==> config.mk <==
export PLATFORM = sky130hd
export DESIGN_NAME = idc_dma_regs
export DESIGN_NICKNAME = d
export VERILOG_FILES = /design/src/hdl/idc_pkg.sv /design/src/hdl/idc_dma_regs.sv
export SDC_FILE = /design/constraint.sdc
export NUM_CORES = 2
export LEC_CHECK = 0
export BUFFER_PORTS_ARGS = -buffer_cell sky130_fd_sc_hd__buf_2
export CAP_MARGIN = 15
export CELL_PAD_IN_SITES_DETAIL_PLACEMENT = 1
export CELL_PAD_IN_SITES_GLOBAL_PLACEMENT = 2
export CORE_AREA = 10 10 318 320
export CTS_BUF_LIST = sky130_fd_sc_hd__clkbuf_8 sky130_fd_sc_hd__clkbuf_16
export DETAILED_ROUTE_END_ITERATION = 8
export DIE_AREA = 0 0 328 330
export PLACE_DENSITY = 0.94
export SKIP_LAST_GASP = 1
export SLEW_MARGIN = 40
export SYNTH_ARGS = -nofsm -noshare
export SYNTH_HDL_FRONTEND = slang
export SYNTH_SLANG_ARGS = --single-unit
==> constraint.sdc <==
create_clock -name ref_clk_in -period 4.37 [get_ports ref_clk_in]
set_clock_uncertainty 0.2 [all_clocks]
set_input_delay 0.2185 -clock ref_clk_in [delete_from_list [all_inputs] [get_ports ref_clk_in]]
set_output_delay 0.2185 -clock ref_clk_in [all_outputs]
set_load 0.03 [all_outputs]
==> src/hdl/idc_pkg.sv <==
// Constants and port map of the eight-channel DMA register block
//------------------------------------------------------------------------
// Overview of operation
// - Status low four bits show which channels of the controller hit count expiry.
// - Each transfer steps the current address up or down by one, except an autoinitialize expiry, which reloads the base address.
// - Base copies of address and count keep the programmed start value.
// - Autoinitialize reload happens only at count expiry of that channel.
// - Sixteen-bit registers go through one byte port, two accesses via byte pointer.
// - Sixteen-bit address forms the low bits, page byte the top of 24 bits.
// - Each page register is eight bits, read and write; address bits 23:16, or bits 7:1 as 23:17 on word channels.
// - A channel performs one transfer more than its programmed count.
// - Count expiry rises on a transfer made while the current count is zero.
// - Without autoinitialize the count is loaded with all ones at expiry; later transfers still count it down.
// - Channels 0-3 count bytes; channels 4-7 count words with shifted address.
// - Clear pointer write, reset or master clear return pointer to low byte.
// - Master clear write sets the masks and clears the expiry flags and byte pointer of its controller.
// - Clear mask write unmasks all four channels of that controller.
// - Count ports: address plus one on first, plus two on second.
// - Count expiry sets the channel mask unless autoinitialize is on.
// - Masking channel 4 also masks channels 0 to 3.
//------------------------------------------------------------------------
package idc_pkg;
    localparam int IDC_NCHAN = 8;
    localparam int IDC_CHAN_PER_CTRL = 4;
    // Port tables, one byte per channel, channel 7 in the top byte
    localparam logic [7:0][7:0] IDC_ADDR_PORT =
        {8'hCC, 8'hC8, 8'hC4, 8'hC0, 8'h06, 8'h04, 8'h02, 8'h00};
    localparam logic [7:0][7:0] IDC_CNT_PORT =
        {8'hCE, 8'hCA, 8'hC6, 8'hC2, 8'h07, 8'h05, 8'h03, 8'h01};
    localparam logic [7:0][7:0] IDC_PAGE_PORT =
        {8'h00, 8'h89, 8'h8B, 8'h00, 8'h82, 8'h81, 8'h83, 8'h87};
    // Channels 4 and 7 have no page port here
    localparam logic [7:0] IDC_PAGE_VALID = 8'h6F;
    // Per-controller command and status ports, controller 2 in top byte
    localparam logic [1:0][7:0] IDC_STATUS_PORT = {8'hD0, 8'h08};
    localparam logic [1:0][7:0] IDC_CLR_PTR_PORT = {8'hD8, 8'h0C};
    localparam logic [1:0][7:0] IDC_WIPE_PORT = {8'hDA, 8'h0D};
    localparam logic [1:0][7:0] IDC_UNMASK_PORT = {8'hDC, 8'h0E};
    localparam logic [7:0] IDC_MASK_RESET = 8'hFF;
    localparam logic [15:0] IDC_CNT_EXPIRED = 16'hFFFF;
    localparam int IDC_CASCADE_CHAN = 4;
endpackage

==> src/hdl/idc_dma_regs.sv <==
// Channel address, count, page and command ports of the DMA block
`timescale 1ns/100ps
module idc_dma_regs (
    input wire logic ref_clk_in,                 // 10 MHz bridge clock
    input wire logic reset_n_in,                 // Processor reset, low
    input wire logic [7:0] io_addr_in,           // I/O port address
    input wire logic io_wr_in,                   // Write strobe, 1 cycle
    input wire logic io_rd_in,                   // Read strobe, 1 cycle
    input wire logic [7:0] io_wdata_in,          // Write data byte
    output logic [7:0] io_rdata_out,             // Read data, next cycle
    input wire logic [7:0] xfer_done_in,         // One transfer finished
    input wire logic [7:0] chan_dec_in,          // 1 = address steps down
    input wire logic [7:0] chan_autoinit_in,     // Autoinitialize enable
    input wire logic [7:0] chan_request_in,      // Pending request levels
    output logic [7:0][23:0] xfer_addr_out,      // 24-bit transfer address
    output logic [7:0] count_expiry_out,         // Expiry pulse per channel
    output logic [7:0] chan_mask_out             // Effective channel masks
);
    import idc_pkg::*;

    typedef struct packed {
        logic [7:0][15:0] base_addr;
        logic [7:0][15:0] cur_addr;
        logic [7:0][15:0] base_cnt;
        logic [7:0][15:0] cur_cnt;
        logic [7:0][7:0] page;
        logic [1:0] ptr;
        logic [7:0] tc;
        logic [7:0] mask;
        logic [7:0] expiry;
        logic [7:0] rdata;
    } idc_state_type;

    idc_state_type st_r;
    idc_state_type st_nxt;

    //--------------------------------------------------------------------
    // Next-state logic
    //--------------------------------------------------------------------
    always_comb begin
        logic [1:0] acc_hit;
        logic [1:0] acc_ptr;
        int k;
        acc_hit = 2'b00;
        acc_ptr = 2'b00;
        k = 0;
        st_nxt = st_r;
        st_nxt.expiry = 8'h00;
        acc_ptr = st_r.ptr;

        // Commands first, so a same-cycle expiry still sets its flags
        for (int g = 0; g < 2; g++) begin
            if (io_wr_in && io_addr_in == IDC_WIPE_PORT[g]) begin
                st_nxt.ptr[g] = 1'b0;
                st_nxt.tc[g*4 +: 4] = 4'h0;
                st_nxt.mask[g*4 +: 4] = IDC_MASK_RESET[g*4 +: 4];
            end
            if (io_wr_in && io_addr_in == IDC_CLR_PTR_PORT[g]) begin
                st_nxt.ptr[g] = 1'b0;
            end
            if (io_wr_in && io_addr_in == IDC_UNMASK_PORT[g]) begin
                st_nxt.mask[g*4 +: 4] = 4'h0;
            end
            if (io_rd_in && io_addr_in == IDC_STATUS_PORT[g]) begin
                // Reading status acknowledges the expiry flags
                st_nxt.tc[g*4 +: 4] = 4'h0;
            end
        end

        // Transfer progress per channel
        for (int c = 0; c < IDC_NCHAN; c++) begin
            if (xfer_done_in[c]) begin
                if (chan_dec_in[c]) begin
                    st_nxt.cur_addr[c] = st_r.cur_addr[c] - 16'h0001;
                end else begin
                    st_nxt.cur_addr[c] = st_r.cur_addr[c] + 16'h0001;
                end
                // Expiry only after the zero count is used: count+1 xfers
                if (st_r.cur_cnt[c] == 16'h0000) begin
                    st_nxt.expiry[c] = 1'b1;
                    st_nxt.tc[c] = 1'b1;
                    if (chan_autoinit_in[c]) begin
                        // Base copies stay as programmed
                        st_nxt.cur_addr[c] = st_r.base_addr[c];
                        st_nxt.cur_cnt[c] = st_r.base_cnt[c];
                    end else begin
                        st_nxt.cur_cnt[c] = IDC_CNT_EXPIRED;
                        st_nxt.mask[c] = 1'b1;
                    end
                end else begin
                    st_nxt.cur_cnt[c] = st_r.cur_cnt[c] - 16'h0001;
                end
            end
        end

        // Host byte accesses to address, count and page ports
        if (io_wr_in || io_rd_in) begin
            st_nxt.rdata = 8'h00;
        end
        for (int c = 0; c < IDC_NCHAN; c++) begin
            k = c / IDC_CHAN_PER_CTRL;
            if (io_addr_in == IDC_ADDR_PORT[c]) begin
                if (io_wr_in) begin
                    acc_hit[k] = 1'b1;
                    if (acc_ptr[k]) begin
                        st_nxt.base_addr[c][15:8] = io_wdata_in;
                        st_nxt.cur_addr[c][15:8] = io_wdata_in;
                    end else begin
                        st_nxt.base_addr[c][7:0] = io_wdata_in;
                        st_nxt.cur_addr[c][7:0] = io_wdata_in;
                    end
                end else if (io_rd_in) begin
                    acc_hit[k] = 1'b1;
                    st_nxt.rdata = acc_ptr[k] ? st_r.cur_addr[c][15:8]
                                              : st_r.cur_addr[c][7:0];
                end
            end
            if (io_addr_in == IDC_CNT_PORT[c]) begin
                if (io_wr_in) begin
                    acc_hit[k] = 1'b1;
                    if (acc_ptr[k]) begin
                        st_nxt.base_cnt[c][15:8] = io_wdata_in;
                        st_nxt.cur_cnt[c][15:8] = io_wdata_in;
                    end else begin
                        st_nxt.base_cnt[c][7:0] = io_wdata_in;
                        st_nxt.cur_cnt[c][7:0] = io_wdata_in;
                    end
                end else if (io_rd_in) begin
                    acc_hit[k] = 1'b1;
                    st_nxt.rdata = acc_ptr[k] ? st_r.cur_cnt[c][15:8]
                                              : st_r.cur_cnt[c][7:0];
                end
            end
            if (IDC_PAGE_VALID[c] && io_addr_in == IDC_PAGE_PORT[c]) begin
                if (io_wr_in) begin
                    st_nxt.page[c] = io_wdata_in;
                end else if (io_rd_in) begin
                    st_nxt.rdata = st_r.page[c];
                end
            end
        end
        for (int g = 0; g < 2; g++) begin
            if (io_rd_in && io_addr_in == IDC_STATUS_PORT[g]) begin
                st_nxt.rdata = {chan_request_in[g*4 +: 4],
                                st_r.tc[g*4 +: 4]};
            end
            if (acc_hit[g]) begin
                st_nxt.ptr[g] = ~st_r.ptr[g];
            end
        end
    end

    //--------------------------------------------------------------------
    // State register
    //--------------------------------------------------------------------
    always_ff @(posedge ref_clk_in or negedge reset_n_in) begin
        if (!reset_n_in) begin
            st_r <= '0;
            st_r.mask <= IDC_MASK_RESET;
        end else begin
            st_r <= st_nxt;
        end
    end

    //--------------------------------------------------------------------
    // Outputs
    //--------------------------------------------------------------------
    assign io_rdata_out = st_r.rdata;
    assign count_expiry_out = st_r.expiry;
    // Controller 1 cascades through channel 4, so that mask covers it
    assign chan_mask_out = {st_r.mask[7:4],
        st_r.mask[3:0] | {4{st_r.mask[IDC_CASCADE_CHAN]}}};

    genvar gc;
    generate
        for (gc = 0; gc < IDC_NCHAN; gc++) begin : g_addr
            if (gc < IDC_CHAN_PER_CTRL) begin : g_byte
                assign xfer_addr_out[gc] =
                    {st_r.page[gc], st_r.cur_addr[gc]};
            end else begin : g_word
                // Word channels: address shifted left, page bit 0 unused
                assign xfer_addr_out[gc] = {st_r.page[gc][7:1],
                    st_r.cur_addr[gc], 1'b0};
            end
        end
    endgenerate
endmodule

After elaboration in Yosys (flattened, before gate mapping)
Cells that the tools add are included.
{"block": "op_classes", "n_addsub": 24, "eq_ne": 29, "mux": 321, "bitwise_logic": 3, "reduce_logical": 58}
{"cell": "$mux 16", "count": 88}
{"cell": "$mux 8", "count": 117}
{"cell": "$sub 16x1->16 const B", "count": 16}
{"cell": "$eq 8x8->1 const B", "count": 18}
{"cell": "$add 16x1->16 const B", "count": 8}
{"cell": "$logic_not 16->1", "count": 8}
{"cell": "$mux 1", "count": 108}
{"cell": "$reduce_and 3->1", "count": 32}
{"cell": "$eq 8x3->1 const B", "count": 4}
{"cell": "$eq 8x4->1 const B", "count": 4}
{"cell": "$mux 4", "count": 8}
{"cell": "$eq 8x2->1 const B", "count": 2}
{"cell": "$reduce_and 2->1", "count": 6}
{"cell": "$eq 8x1->1 const B", "count": 1}
{"cell": "$logic_and 1x1->1", "count": 8}
{"cell": "$logic_not 8->1", "count": 1}
{"cell": "$reduce_bool 3->1", "count": 2}
{"cell": "$or 4x4->4", "count": 1}
{"cell": "$not 1->1", "count": 2}
{"cell": "$logic_or 1x1->1", "count": 1}
{"block": "totals", "regBits": 594, "out_inout_bits": 216}

Longest topological paths before layout
{"block": "depth", "word_depth": 70, "depth_mapped": 13, "ltp_nobuf": 11}

Worst setup path after synthesis
Ideal clock, no wire load.
{"block": "synth_path", "kind": "reg2reg", "startpoint": "reg st_r, in the netlist xfer_addr_out[97]", "endpoint": "reg st_r, in the netlist xfer_addr_out[111]", "setup_time_ns": 0.079, "arrival_time_ns": 2.602, "required_ns": 4.091, "slack_ns": 1.489, "path_stages_with_launch": 12, "n_path_buf": 0, "path_cell_list": "dfrtp_1 inv_1 fa_1 nor2b_1 o21ai_0 a21oi_1 o21ai_0 nand2_1 a31oi_1 or4b_2 a41oi_1 a2bb2oi_1"}
{"element": "from (decl)", "line": "idc_dma_regs.sv:34", "rtl": "idc_state_type st_r;"}
{"element": "from (signal assigned)", "line": "idc_dma_regs.sv:161", "rtl": "st_r <= st_nxt;"}

==> results.md <==
* Status: completed
* Reg area at around 15000 um2
* RSZ-0062 raised after global routing: false
* EDFF count, synth at 0
* Yosys warning count at 0
* Yosys reg bits at roughly 590
* Sequential share of power at between 30% and 40%
* Synth top area share at between 30% and 40%
* Port bufs at 249
* P_int at around 0.014 W
* Cell chain of the critical path: dlygate4sd3_1 -> buf_2 -> nand2_1 -> nor3_1 -> a2bb2oi_1 -> o221ai_1 -> a211o_1 -> o311ai_1 -> a2111oi_0 -> nor3_1 -> nand3_1 -> dlygate4sd3_1
* Pre-Repair DR Iteration Count at 6
* CTS Sinks at between 500 and 600
* Setup-failing EPs final at 0
* Nets@finish at roughly 4.8k
* P per Cell Area at roughly 620 nW/um2
* Hold-fix buffers at CTS at 33
* Clock power share at between 20% and 30%
* Max_slew headroom at a little under two fifths
* GRT Overall Usage at a little over a quarter
* Hold depth at 4
* Asr flop ratio synth at between 90% and 100%
* H-tree depth at 3
* Part of the Yosys area used for sequential elements at between 30% and 40%
* Slew Viols, Final at 0
* Netlist Area Pre-Place at 37600 um2
* Worst-Skew Late Latency at roughly 620 ps
* Placer Congestion at 0.957
* Setup_tns at 0 ps
* Vias in the first global route at between 30k and 40k
* Crit path DAT at roughly 4600 ps
* Min-delay src: xfer_done_in[1]
* DRC at 0
* WHS Endpoint: st_r[114]
* Vias per inst at between 6 and 7
* Crit path max-delay family: buffers and inverters
* Setup Fix Bufs, Post-CTS at 0
* Critical path's largest stage delay at between 800 and 900 ps
* Area contributors post-synth: dfrtp_1 39%, nand2_1 12%, o21ai_0 5.1%, buf_4 4.2%, ha_1 4.0%
* R2R depth at 9
* Largest net degree at the start of global routing at 100
* Critical Path RT at 4720 ps
* Tmin final at between 4000 and 5000 ps
* Clock-pin slew on the worst setup and hold paths at about 60 ps
* CP Capture Type: flip-flop
* Hold Vio Cnt, Final at 0
* CTS tree: done
* Vert. Die Dim at ~330 um
* Main flop type after synthesis: dfrtp_1
* Layout cell share with drive strength beyond 1 at about an eighth
* Filler cell count at ~11k
* Die X at 328 um
* Post_cts resized at 0
* Area grow syn2layout at 10.3%
* Total net switching power at 0.0113 W
* Critical path's slowest cell: nor3_1
* Max-cap violations at 0
* Drt total wl at 149000 um
* Routed length per placed instance at approximately 25 um
* Vias at between 30k and 40k
* Reg-to-reg startpoint: st_r[32]
* Reg2reg end: io_rdata_out[5]
* Critical Path Fanout Max at 22
* P_leak at 19.6 nW
* Row Count at around 110
* Antenna-violating nets left at 0
* Worst Path Buf+Inv at 3
* Actual slew at the worst max-slew pin at ~940 ps
* First-pass GRT wire length at 226000 um
* WS Path Type: input pin to flip-flop
* Syn_area_per_cell at between 8 and 9 um2
* R2R Setup Slk at approximately 480 ps
* Net Sw Frac at between 40% and 50%
* GRT Residual Overflow at 0
* Root Buffer: clkbuf_16
* Peak supply drop at 0.414 mV
* Core area at between 90000 and 100000 um2
* Combinational share of power at 41.9%
* Tot Pwr at between 0.02 and 0.03 W
* CTS Buffer Depth at 3
* Die ar. at around 110000 um2
* Cell taking the most area after synthesis: dfrtp_1
* Final core utilization at between 40% and 50%
* Hold WC Path Type: input pin to flip-flop
* Final HPWL DP at around 110000 um
* # IOs at ~270
* Num CTS Buffers at 71
* Highest Clock Rate at roughly 0.24 GHz
* Iter 0 DRT Violations at 3382
* Tcrit/Tclk final at slightly below 100%
* Area of the multi-input gates at approximately 20000 um2
* Initial Utilization at between 30% and 40%
* Synth Instances at 4617
* Worst setup SP type: input pin
* Initial antenna violation count at 9
* Synth cell types at 96
[routing by layer]
layer	share of wire [%]	GRT usage, %	wire length [um]	vias up
met4	3.1	8.80	4650	6
met3	7.2	4.74	10800	236
met5	0.026	0	39	-
met2	45	41.8	67300	1201
li1	-	-	-	16027
met1	44	36.6	66100	18361
[flip-flops by register name (all words and copies together), names as in the netlist]
register,count
count_expiry_out,8
chan_mask_out,4
xfer_addr_out,174
st_r,400
io_rdata_out,8
[power by group through the flow]
stage	sequential [W]	combinational (W)	clock, W
finish	0.00885	0.0107	0.00603
global route	0.00901	0.0117	0.00636
CTS	0.00879	0.0107	0.00610
detailed placement	0.00887	0.0106	0
global placement	0.00883	0.0103	0
floorplan	0.00784	0.00858	0
[cell type report]
cell class	count	area share [%]
Inverter	96	0.868
Multi-Input combinational cell	3505	48.2
Tap cell	1265	3.81
Clock buffer	84	4.77
Timing Repair Buffer	369	5.65
Sequential cell	594	35.9
Antenna cell	3	0.0181
Clock inverter	43	0.835
[layout by cell type (no fill, tap or decap), types with 73 or more instances in the layout]
cell type,Yosys,layout
a21oi_1,255,255
buf_2,21,244
buf_4,213,81
clkbuf_16,0,73
dfrtp_1,586,584
ha_1,120,120
inv_1,95,112
mux2i_1,111,111
nand2_1,1163,1163
nand3_1,74,74
nor2_1,298,287
nor3_1,138,137
o211ai_1,93,93
o21ai_0,382,382
[tightest hold or removal path: stages]
cell and delay [ps]:
buf_2 90, inv_1 190, a21oi_1 220, o21ai_0 90
[cell families (layout without fill, tap and decap cells)]
group	count (synthesis)	after routing	synth area share, %
AND/OR/NAND/NOR	1930	1930	22.3
AO/OA/AOI/OAI	1148	1148	18.7
flip-flops	594	594	39.5
buffers and inverters	535	592	7.63
multiplexers	180	180	5.05
adder cells (fa/ha/maj)	128	128	4.42
XOR/XNOR	101	101	2.35
other	1	21	0.00997
[cell usage after synthesis, types with 35 or more instances]
cell type,instances
ha_1,120
mux2i_1,111
nor4_1,35
nor2b_1,35
nand3_1,74
buf_4,213
o21ai_0,382
o22ai_1,44
nor2_1,298
a31oi_1,47
o21ai_1,40
xor2_1,53
dfrtp_1,586
clkbuf_1,186
xnor2_1,48
a21oi_1,255
nor3_1,138
mux2_2,68
inv_1,95
o211ai_1,93
nand2_1,1163
[per-stage QoR]
step,instances,cell area [um2],worst slack [ps],hold slack [ps]
2_1_floorplan,4634,37700,1490,-277
3_3_place_gp,5792,38700,849,98.9
3_5_place_dp,5792,38800,799,110
4_1_cts,5952,41400,422,15.6
5_1_grt,5957,41500,89.2,63.5
6_report,5959,41500,160,48.1
[worst max-delay path by stage]
stage / start / endpoint / slack (ps) / cells past startpoint
after floorplan: xfer_addr_out[97] / xfer_addr_out[111] / 1490 / 11
after global placement: io_addr_in[7] / io_rdata_out[2] / 850 / 9
after detailed placement: io_addr_in[7] / io_rdata_out[2] / 800 / 9
after CTS: io_addr_in[7] / io_rdata_out[5] / 420 / 13
after global routing: io_addr_in[0] / io_rdata_out[5] / 90 / 12
final: io_addr_in[0] / io_rdata_out[5] / 160 / 12
Power figures use the tool's default switching activity.
